$ cat src/perm_defines.svh
// constants for the permission and request status block
`ifndef PERM_DEFINES_SVH
`define PERM_DEFINES_SVH
// security group bits
`define SEC_KEY_PRI_BIT 0
`define SEC_KEY_ALT_BIT 1
`define SEC_WRAP_KEY_BIT 2
`define SEC_SECONDARY_MASK_BIT 4
`define SEC_OWNER_PIN_BIT 6
`define SEC_SECONDARY_PIN_BIT 7
// green-power group bits
`define GP_TX_BIT 0
`define GP_SEC_BIT 1
`define GP_BTN_BIT 2
`define GP_PROTO_BIT 4
`define GP_LEAVE_BIT 5
// system group bits
`define SYS_COMMISSION_BIT 0
`define SYS_FACTORY_BIT 1
`define SYS_BUTTON_BIT 4
`define SYS_RADIO_BIT 5
// writable (non-reserved) bits per group
`define SEC_VALID_MASK 8'hD7
`define GP_VALID_MASK 8'h37
`define LE_VALID_MASK 8'h3F
`define SYS_VALID_MASK 8'h33
// reset values of the masks
`define OWNER_SEC_RESET 8'hD7
`define SECONDARY_SEC_RESET 8'h87
`define GP_RESET 8'h37
`define LE_RESET 8'h3F
`define SYS_RESET 8'h33
// outcome codes (upper nibble)
`define OUT_SUCCESS 4'h3
`define OUT_BUSY 4'h5
`define OUT_PIN_ERR 4'h7
`define OUT_PERM_ERR 4'h9
`define OUT_PARAM_ERR 4'hB
// requester offset in lower nibble
`define SECONDARY_REQ_OFS 4'h8
`define OUTCOME_RESET 8'h00
`endif

$ cat src/perm_pkg.sv
// types for the permission and request status block
`default_nettype none
package perm_pkg;
   typedef enum logic [1:0] {
      REQ_CONFIG = 2'h0,
      REQ_COMMISSION = 2'h1,
      REQ_FACTORY = 2'h2,
      REQ_LEAVE = 2'h3
   } req_kind_e;
   typedef enum logic [3:0] {
      ST_IDLE = 4'h1,
      ST_CHECK = 4'h2,
      ST_APPLY = 4'h4,
      ST_DONE = 4'h8
   } eval_state_e;
endpackage
`default_nettype wire

$ cat src/perm_check.sv
// combinational grant check of one request against one user's masks
`include "perm_defines.svh"
`default_nettype none
module perm_check
   import perm_pkg::*;
(
   input wire logic [7:0] sec_mask,
   input wire logic [7:0] gp_mask,
   input wire logic [7:0] le_mask,
   input wire logic [7:0] sys_mask,
   input wire logic [31:0] touched,
   input wire logic [1:0] kind,
   output logic granted
);
   logic [31:0] eff;
   logic [31:0] need;
   always_comb begin
      // reserved bits never granted
      eff = {sys_mask & `SYS_VALID_MASK, le_mask & `LE_VALID_MASK,
         gp_mask & `GP_VALID_MASK, sec_mask & `SEC_VALID_MASK};
      need = touched;
      unique case (req_kind_e'(kind))
         REQ_COMMISSION: need = 32'h0000_0000 | (32'h1 << (24 + `SYS_COMMISSION_BIT));
         REQ_FACTORY: need = 32'h0000_0000 | (32'h1 << (24 + `SYS_FACTORY_BIT));
         REQ_LEAVE: need = 32'h0000_0000 | (32'h1 << (8 + `GP_LEAVE_BIT));
         REQ_CONFIG: need = touched;
      endcase
      granted = ((need & ~eff) == 32'h0000_0000);
   end
endmodule
`default_nettype wire

$ cat src/seq_select.sv
// active sequence counter selection and storage
`default_nettype none
module seq_select (
   input wire logic sys_clk,
   input wire logic nrst,
   input wire logic le_step,
   input wire logic gp_step,
   input wire logic use_gp,
   output logic [31:0] active_count
);
   logic [31:0] le_cnt_q, le_cnt_d, gp_cnt_q, gp_cnt_d;
   always_comb begin
      le_cnt_d = le_cnt_q + {31'h0, le_step};
      gp_cnt_d = gp_cnt_q + {31'h0, gp_step};
   end
   always_ff @(posedge sys_clk) begin
      if (!nrst) begin
         le_cnt_q <= 32'h0;
         gp_cnt_q <= 32'h0;
      end else begin
         le_cnt_q <= le_cnt_d;
         gp_cnt_q <= gp_cnt_d;
      end
   end
   assign active_count = use_gp ? gp_cnt_q : le_cnt_q;
endmodule
`default_nettype wire

$ cat src/config_permission_status.sv
// permission masks, request evaluation and status byte
//
// Behaviour
// - security byte: keys bits 0-2, secondary mask 4, owner PIN 6, secondary PIN 7
// - only owner may change secondary mask; owner PIN owner-only by default
// - both users may change the secondary PIN
// - reserved bits never granted; touching one means not permitted
// - non-reserved green-power, low-energy, system items default to both users
// - green-power byte: tx 0, security 1, buttons 2, protocol 4, leave 5
// - low-energy byte bits 0-5: tx, sec, buttons, address, maker, channel
// - system byte: commission 0, factory 1, buttons 4, radio 5
// - two separate 32-bit counters, low-energy and green-power
// - counter register returns the counter of the selected radio
// - status byte shows only the latest request's outcome
// - upper nibble: 3 ok, 5 busy, 7 PIN, 9 permission, B parameter
// - lower nibble 1-4 owner requests, 9-C secondary requests
// - wrong PIN for requester gives PIN error
// - missing permission gives permission error
`include "perm_defines.svh"
`default_nettype none
module config_permission_status
   import perm_pkg::*;
#(
   parameter int PIN_W = 32
) (
   input wire logic sys_clk,
   input wire logic nrst,
   input wire logic req_valid,
   input wire logic req_secondary,
   input wire logic [1:0] req_kind,
   input wire logic [PIN_W-1:0] req_pin,
   input wire logic [31:0] req_items,
   input wire logic [31:0] req_values,
   input wire logic req_param_bad,
   input wire logic apply_done,
   input wire logic le_step,
   input wire logic gp_step,
   input wire logic use_gp,
   output logic [7:0] owner_sec_mask,
   output logic [7:0] secondary_sec_mask,
   output logic [7:0] green_power_option_mask,
   output logic [7:0] low_energy_option_mask,
   output logic [7:0] system_option_mask,
   output logic [31:0] active_sequence_counter,
   output logic [7:0] request_outcome,
   output logic busy
);
   // owner's non-security masks: fixed full grant, secondary ones are programmable
   logic [PIN_W-1:0] owner_pin_q, owner_pin_d, secondary_pin_q, secondary_pin_d;
   logic [7:0] sec_q, sec_d, gp_q, gp_d, le_q, le_d, sys_q, sys_d;
   logic [7:0] outcome_q, outcome_d;
   eval_state_e state_q, state_d;
   logic secondary_q, secondary_d;
   logic [1:0] kind_q, kind_d;
   logic [PIN_W-1:0] pin_q, pin_d;
   logic [31:0] items_q, items_d, values_q, values_d;
   logic bad_q, bad_d;
   logic owner_ok, second_ok, granted;
   logic [31:0] seq_now;
   logic [3:0] code_lo;

   perm_check owner_chk (
      .sec_mask(`OWNER_SEC_RESET),
      .gp_mask(`GP_VALID_MASK),
      .le_mask(`LE_VALID_MASK),
      .sys_mask(`SYS_VALID_MASK),
      .touched(items_q),
      .kind(kind_q),
      .granted(owner_ok)
   );
   perm_check second_chk (
      // secondary mask item is never granted to the secondary user
      .sec_mask(sec_q & ~(8'h01 << `SEC_SECONDARY_MASK_BIT)),
      .gp_mask(gp_q),
      .le_mask(le_q),
      .sys_mask(sys_q),
      .touched(items_q),
      .kind(kind_q),
      .granted(second_ok)
   );
   seq_select seq (
      .sys_clk(sys_clk),
      .nrst(nrst),
      .le_step(le_step),
      .gp_step(gp_step),
      .use_gp(use_gp),
      .active_count(seq_now)
   );

   assign granted = secondary_q ? second_ok : owner_ok;
   assign code_lo = {2'h0, kind_q} + 4'h1 + (secondary_q ? `SECONDARY_REQ_OFS : 4'h0);

   always_comb begin
      state_d = state_q;
      outcome_d = outcome_q;
      secondary_d = secondary_q;
      kind_d = kind_q;
      pin_d = pin_q;
      items_d = items_q;
      values_d = values_q;
      bad_d = bad_q;
      sec_d = sec_q;
      gp_d = gp_q;
      le_d = le_q;
      sys_d = sys_q;
      owner_pin_d = owner_pin_q;
      secondary_pin_d = secondary_pin_q;
      unique case (state_q)
         ST_IDLE: begin
            if (req_valid) begin
               secondary_d = req_secondary;
               kind_d = req_kind;
               pin_d = req_pin;
               items_d = req_items;
               values_d = req_values;
               bad_d = req_param_bad;
               state_d = ST_CHECK;
            end
         end
         ST_CHECK: begin
            // whole byte written at once, previous outcome discarded
            if (pin_q != (secondary_q ? secondary_pin_q : owner_pin_q)) begin
               outcome_d = {`OUT_PIN_ERR, code_lo};
               state_d = ST_IDLE;
            end else if (!granted) begin
               outcome_d = {`OUT_PERM_ERR, code_lo};
               state_d = ST_IDLE;
            end else if (bad_q) begin
               outcome_d = {`OUT_PARAM_ERR, code_lo};
               state_d = ST_IDLE;
            end else begin
               outcome_d = {`OUT_BUSY, code_lo};
               state_d = ST_APPLY;
            end
         end
         ST_APPLY: begin
            if (apply_done) begin
               state_d = ST_DONE;
            end
         end
         ST_DONE: begin
            if (req_kind_e'(kind_q) == REQ_CONFIG) begin
               // secondary mask carried in values[31:0]; stored minus reserved bits
               if (items_q[`SEC_SECONDARY_MASK_BIT]) begin
                  sec_d = values_q[7:0] & `SEC_VALID_MASK;
                  gp_d = values_q[15:8] & `GP_VALID_MASK;
                  le_d = values_q[23:16] & `LE_VALID_MASK;
                  sys_d = values_q[31:24] & `SYS_VALID_MASK;
               end
               if (items_q[`SEC_OWNER_PIN_BIT]) begin
                  owner_pin_d = values_q[PIN_W-1:0];
               end
               if (items_q[`SEC_SECONDARY_PIN_BIT]) begin
                  secondary_pin_d = values_q[PIN_W-1:0];
               end
            end
            outcome_d = {`OUT_SUCCESS, code_lo};
            state_d = ST_IDLE;
         end
         default: begin
            state_d = ST_IDLE;
         end
      endcase
   end

   always_ff @(posedge sys_clk) begin
      if (!nrst) begin
         state_q <= ST_IDLE;
         outcome_q <= `OUTCOME_RESET;
         secondary_q <= 1'b0;
         kind_q <= 2'h0;
         pin_q <= '0;
         items_q <= 32'h0;
         values_q <= 32'h0;
         bad_q <= 1'b0;
         sec_q <= `SECONDARY_SEC_RESET;
         gp_q <= `GP_RESET;
         le_q <= `LE_RESET;
         sys_q <= `SYS_RESET;
         owner_pin_q <= '0;
         secondary_pin_q <= '0;
      end else begin
         state_q <= state_d;
         outcome_q <= outcome_d;
         secondary_q <= secondary_d;
         kind_q <= kind_d;
         pin_q <= pin_d;
         items_q <= items_d;
         values_q <= values_d;
         bad_q <= bad_d;
         sec_q <= sec_d;
         gp_q <= gp_d;
         le_q <= le_d;
         sys_q <= sys_d;
         owner_pin_q <= owner_pin_d;
         secondary_pin_q <= secondary_pin_d;
      end
   end

   always_ff @(posedge sys_clk) begin
      if (!nrst) begin
         owner_sec_mask <= 8'h00;
         secondary_sec_mask <= 8'h00;
         green_power_option_mask <= 8'h00;
         low_energy_option_mask <= 8'h00;
         system_option_mask <= 8'h00;
         active_sequence_counter <= 32'h0;
         request_outcome <= 8'h00;
         busy <= 1'b0;
      end else begin
         owner_sec_mask <= `OWNER_SEC_RESET;
         secondary_sec_mask <= sec_q;
         green_power_option_mask <= gp_q;
         low_energy_option_mask <= le_q;
         system_option_mask <= sys_q;
         active_sequence_counter <= seq_now;
         request_outcome <= outcome_q;
         busy <= (state_q != ST_IDLE);
      end
   end

   a_outcome_holds: assert property (@(posedge sys_clk) disable iff (!nrst)
      (state_q == ST_IDLE && !req_valid) |=> $stable(outcome_q))
      else $error("status byte changed without evaluation");
   a_pin_error_code: assert property (@(posedge sys_clk) disable iff (!nrst)
      (state_q == ST_CHECK && pin_q != (secondary_q ? secondary_pin_q : owner_pin_q))
      |=> outcome_q[7:4] == 4'h7)
      else $error("pin mismatch not reported");
   a_perm_error_code: assert property (@(posedge sys_clk) disable iff (!nrst)
      (state_q == ST_CHECK && pin_q == (secondary_q ? secondary_pin_q : owner_pin_q)
      && !granted) |=> outcome_q[7:4] == 4'h9)
      else $error("permission failure not reported");
   a_second_no_mask: assert property (@(posedge sys_clk) disable iff (!nrst)
      (secondary_q && kind_q == 2'h0 && items_q[4]) |-> !second_ok)
      else $error("secondary user granted own mask");
   a_reserved_denied: assert property (@(posedge sys_clk) disable iff (!nrst)
      (kind_q == 2'h0 && (items_q & 32'hCCC0_C828) != 32'h0) |-> !granted)
      else $error("reserved item granted");
   a_reserved_clear: assert property (@(posedge sys_clk) disable iff (!nrst)
      ((sec_q & 8'h28) == 8'h00 && (gp_q & 8'hC8) == 8'h00))
      else $error("reserved mask bit stored");
   a_success_after: assert property (@(posedge sys_clk) disable iff (!nrst)
      (state_q == ST_APPLY && apply_done) |=> ##1 outcome_q[7:4] == 4'h3)
      else $error("success not reported");
   a_code_low: assert property (@(posedge sys_clk) disable iff (!nrst)
      (state_q == ST_CHECK) |=> outcome_q[3:0] == {secondary_q, 1'b0, kind_q} + 4'h1)
      else $error("wrong requester code");
   a_counter_sel: assert property (@(posedge sys_clk) disable iff (!nrst)
      $stable(use_gp) && !le_step && !gp_step ##1 1'b1 |=>
      active_sequence_counter == $past(seq_now))
      else $error("counter register not following");
endmodule
`default_nettype wire

$ cat config.mk
export PLATFORM = sky130hd
export DESIGN_NAME = config_permission_status
export DESIGN_NICKNAME = d
export VERILOG_FILES = /design/src/perm_pkg.sv /design/src/perm_check.sv /design/src/seq_select.sv /design/src/config_permission_status.sv
export VERILOG_INCLUDE_DIRS = /design/src
export SDC_FILE = /design/constraint.sdc
export NUM_CORES = 1
export LEC_CHECK = 0
export BUFFER_PORTS_ARGS = -buffer_cell sky130_fd_sc_hd__buf_2
export CAP_MARGIN = 0
export CORE_MARGIN = 5
export CORE_UTILIZATION = 35
export CTS_CLUSTER_SIZE = 8
export DETAILED_ROUTE_END_ITERATION = 8
export GPL_TIMING_DRIVEN = 0
export SYNTH_ARGS = -nofsm -noshare
export SYNTH_HDL_FRONTEND = slang
export SYNTH_SLANG_ARGS = --single-unit
$ cat constraint.sdc
create_clock -name sys_clk -period 4.2 [get_ports sys_clk]
set_input_delay 1.05 -clock sys_clk [delete_from_list [all_inputs] [get_ports sys_clk]]
set_output_delay 1.05 -clock sys_clk [all_outputs]
set_load 0.005 [all_outputs]
* Yosys cells after proc, flatten, opt, wreduce, memory -nomap -nowiden
Cells that the tools add are included.
Operators by class: muxes and demuxes 16, bitwise gates (word level) 2, $add $sub $neg 4, reductions and logical operators 9, equality and inequality tests 11
Operator list (count):
- 32-bit one-hot mux with 4 select lines | 1
- 32-bit by 1-bit adder with 32-bit output | 2
- 32-bit zero test | 2
- 32-bit two-way mux | 2
- 32-bit AND | 1
- 8-bit two-way mux | 4
- 32-bit inequality test | 1
- 30-bit NOT with 32-bit output | 1
- 8-bit one-hot mux with 2 select lines | 1
- 4-bit two-way mux | 3
- 4-bit one-hot mux with 3 select lines | 1
- 3-bit two-way mux | 3
- 3-bit AND reduction | 3
- 3-bit by 4-bit adder with 4-bit output | 1
- 2-bit == test, second input constant | 2
- 4-bit by 1-bit == test with 1-bit output, second input constant | 1
- 4-bit by 2-bit == test with 1-bit output, second input constant | 1
- 4-bit by 3-bit == test with 1-bit output, second input constant | 1
- 4-bit == test, second input constant | 1
- 2-bit inequality test, second input constant | 2
- 4-bit by 1-bit inequality test with 1-bit output, second input constant | 1
- 2-bit AND reduction | 2
- 2-bit by 1-bit adder with 3-bit output, second input constant | 1
- 2-bit by 1-bit == test with 1-bit output, second input constant | 1
- other kinds (3) | 3
Word-level totals: logic and storage cells 66, input bits 107, register bits after elaboration 331, output and inout port bits 81

* Longest topological paths before layout
word-level depth 8, mapped depth 9, depth with buffers taken out 8

* Modules after synthesis
Synthesis repeated with hierarchy kept, for this count alone.
Second synthesis, totals: cells, all modules 1526, area, all modules 13765.7 µm²
Modules (own cells, without submodules):
- config_permission_status | cells each 1101, area each 9801.9 µm², seq. area each 5205.0 µm², instances 1
- seq_select | cells each 353, area each 3405.8 µm², seq. area each 1281.2 µm², instances 1
- perm_check | cells each 36, area each 279.0 µm², seq. area each 0.0 µm², instances 2

* Worst setup path after synthesis
OpenSTA, ideal clock, no wires.
path kind input to register, from in le_step, to reg seq.le_cnt_q[30], arrival 2.383 ns, required time 4.085 ns, buffers on the path 0, stages on the path 7, library setup time 0.115 ns, setup slack 1.702 ns, path through ha_1 > ha_1 > nand3_1 > nor4_2 > nand3_1 > xnor2_1 > and2_1
On the way: cells in the longest elaborated chain, start to end 1
Ends and longest elaborated chain:
- from (decl) | line config_permission_status.sv:36 | input wire logic le_step,
- 32-bit by 1-bit adder with 32-bit output | line seq_select.sv:13 | le_cnt_d = le_cnt_q + {31'h0, le_step};
- to (signal assigned) | line seq_select.sv:21 | le_cnt_q <= le_cnt_d;
- to (decl) | line seq_select.sv:11 | logic [31:0] le_cnt_q, le_cnt_d, gp_cnt_q, gp_cnt_d;
No other way between the ends. A chain may end at the register's enable or synchronous reset.

* Worst setup path in the final report
from in nrst, to reg active_sequence_counter[31]
RTL lines:
- from (decl) | line config_permission_status.sv:27 | input wire logic nrst,
- to (signal assigned) | line config_permission_status.sv:216 | active_sequence_counter <= seq_now;
- to (decl) | line config_permission_status.sv:44 | output logic [31:0] active_sequence_counter,
No word-level cell between the ends.

==> flow_summary.toml <==
[floorplan]
dieWidth_um = 205
initial_core_util = 0.355
core.rowCount = 71
dieArea_um2 = 42200
core_area_um2 = 37700
die_h_um = 205
io_pins = 188

[clocking]
cts_setup_buffers = 0
hold_buffers = 0
worstSkewPairLatency_ps = 570
h-tree-depth = 2
cts_tree = "done"
cts-buffers-inserted = 46
clk_pin_slew_worst_paths_ps = 50
clock-sinks = 324
clock_path_buffers = 3
cts_root_buffer = "clkbuf_16"
ctsResizeCount = 0

[placed_design]
place_ws_ps = 1010
hpwl_um = 28700
gp_congestion = 0.863
portBuffers = 173

[finish]
drive_gt1_frac = 0.158
post-route-util = 0.428
multi_input_area_um2 = 6360
diodes = 0
num-fill-cells = 3840
area_delta_synth_final_pct = 20.7
ff_latch_area_um2 = 6490
fin_nets = 1835

[synth]
synth_top_cell_area_share = 0.485
synthTopCellsByCount = "nand2_1, dfxtp_1, a21boi_0"
yosysTopAreaCell = "dfxtp_1"
synth_cell_type_count = 54
synth_edf_count = 0
ys_warn_count = 0
yosys_register_bits = 324
synth-async-reset-ratio = 0
yosysSeqAreaShare = 0.485
yosysMostFrequentCell = "nand2_1"
netlist_area_um2 = 13400
ys.flop_type = "dfxtp_1"
synth_area_per_cell_um2 = 8.99
synth_cells = 1487
synthTopCellsByArea = "dfxtp_1, nand2_1, a21boi_0"

[critical_path]
start_kind = "input port"
worstSetupPathType = "input port to register"
cp-end-kind = "register"
cp.required_ps = 4680
arrival_ps = 3030
rrSetupSlack_ps = 1740
worstPathMaxFanout = 10

[outcome]
status = "complete, no violations"

[drt]
drt_wl_total_um = 38300
vias = 10600
wl_per_cell_um = 17.2
drtIter0Drc = 495
postRouteAntennaNets = 0
vias_per_cell = 4.73
drc = 0
firstDrtPassIters = 5

[sta]
rsz0062_at_grt = "no"
clock.fmax_mhz = 392
timing.final.crit_share = 0.608
worst_slew_pin_slew_ps = 1000
setup_viol = 0
period_minus_slack_ps = 2550
hold_violations = 0
final.setup.tns_ps = 0
finalMaxSlewViolations = 0
setup_ws_ps = 1650
relSlewSlack = 0.332
hold_slack_ps = 448
clock_skew_ps = 19.7

[global_routing]
antenna_found_initial = 0
grt_max_degree = 13
grt_overflow = 0
grt_pass1_wl_um = 58600
grt_pass1_vias = 10600
track_usage = 0.179

[min_path]
hold_path.class = "register to register"

[pwr]
pwr-share-comb = 0.068
switching_share = 0.236
pwr_density_cell_nw_per_um2 = 432
p_int_mw = 5.33
switchingPower_mw = 1.65
power_leakage_nw = 6.31
peakVddDrop_mv = 0.286
power_frac_seq = 0.465
clock_power_share = 0.467

[run]
cap_viol_max_count = 0
==> registers in the layout, summed over array words and instances (netlist names), 2 cells and up <==
register / flops
secondary_sec_mask: 6
state_q: 4
request_outcome: 8
gp_q: 5
items_q: 32
kind_q: 2
secondary_pin_q: 32
seq.gp_cnt_q: 32
seq.le_cnt_q: 32
green_power_option_mask: 5
active_sequence_counter: 32
sec_q: 6
system_option_mask: 4
le_q: 6
owner_pin_q: 32
values_q: 32
sys_q: 4
low_energy_option_mask: 6
pin_q: 32
outcome_q: 8
==> cell usage in the layout, fill, tap and decap left out, types with 13 or more instances in the layout <==
cell / netlist / final
xnor2_1: 69 / 69
buf_2: 11 / 184
or3_1: 15 / 15
clkbuf_1: 70 / 71
dfxtp_1: 324 / 324
buf_4: 19 / 19
nand3_1: 39 / 39
mux2i_1: 64 / 64
conb_1: 1 / 13
nand4_1: 15 / 15
clkbuf_16: 0 / 47
a21boi_0: 164 / 164
and2_1: 85 / 85
nand2_1: 399 / 399
inv_1: 13 / 13
o21ai_0: 18 / 18
a21boi_1: 20 / 20
nor2b_1: 40 / 40
==> layout make-up <==
| class | count | area share |
|---|---|---|
| inverter | 13 | 0.00302 |
| clock inverter | 3 | 0.00233 |
| multi-input combinational | 1054 | 0.394 |
| clock buffer | 48 | 0.0731 |
| sequential | 324 | 0.402 |
| buffer | 108 | 0.0321 |
| timing repair buffer | 173 | 0.0537 |
| tap | 511 | 0.0396 |
==> path summary, 6_finish.rpt <==
check | startpoint | end | cells past startpoint
min | outcome_q[5]$_SDFFE_PN0P_ | request_outcome[5]$_SDFF_PN0_ | 1
max reg2reg | state_q[1]$_SDFFE_PN0P_ | items_q[29]$_SDFFE_PN0P_ | 7
max | nrst | active_sequence_counter[31]$_SDFF_PN0_ | 5
min reg2reg | outcome_q[5]$_SDFFE_PN0P_ | request_outcome[5]$_SDFF_PN0_ | 1
==> routing by layer <==
layer  track usage  up-vias  routed length (um)
met5             0        -                   0
met2         0.301      254               18000
met4        0.0627        0                1200
met3        0.0389       71                2030
li1              -     5322                   -
met1         0.228     4928               17100
==> power groups by stage <==
stage	registers [mW]	clock network (mW)	logic [mW]
final	3.24	3.25	0.478
after global routing	3.25	3.47	0.530
after CTS	3.24	3.35	0.483
after detailed placement	3.30	0	0.481
after global placement	3.30	0	0.476
after floorplan	3.27	0	0.290
==> cell families (layout without fill, tap and decap cells) <==
| kind of cell | count (synthesis) | count (layout) | synth area share |
|---|---|---|---|
| xor+xnor | 80 | 80 | 0.0524 |
| simple gates | 663 | 663 | 0.241 |
| compound gates | 226 | 226 | 0.124 |
| flops | 324 | 324 | 0.485 |
| buf+inv | 121 | 345 | 0.0424 |
| other cells | 1 | 13 | 0.000281 |
| mux | 64 | 64 | 0.0479 |
| fa+ha+maj | 8 | 8 | 0.00749 |
==> stage by stage <==
stage	area (um2)	power, mW	instances
after floorplan	13400	3.56	1499
after global placement	14900	3.78	2183
after detailed placement	14900	3.78	2183
after CTS	16100	7.08	2234
after global routing	16100	7.25	2234
final	16100	6.97	2234
==> worst max-delay path, cell delays in order <==
cell and delay [ps]:
buf_2 80, clkbuf_1 290, clkbuf_1 790, clkbuf_1 560
nor2b_1 250
Note: power is estimated with default switching activity, not from simulation.
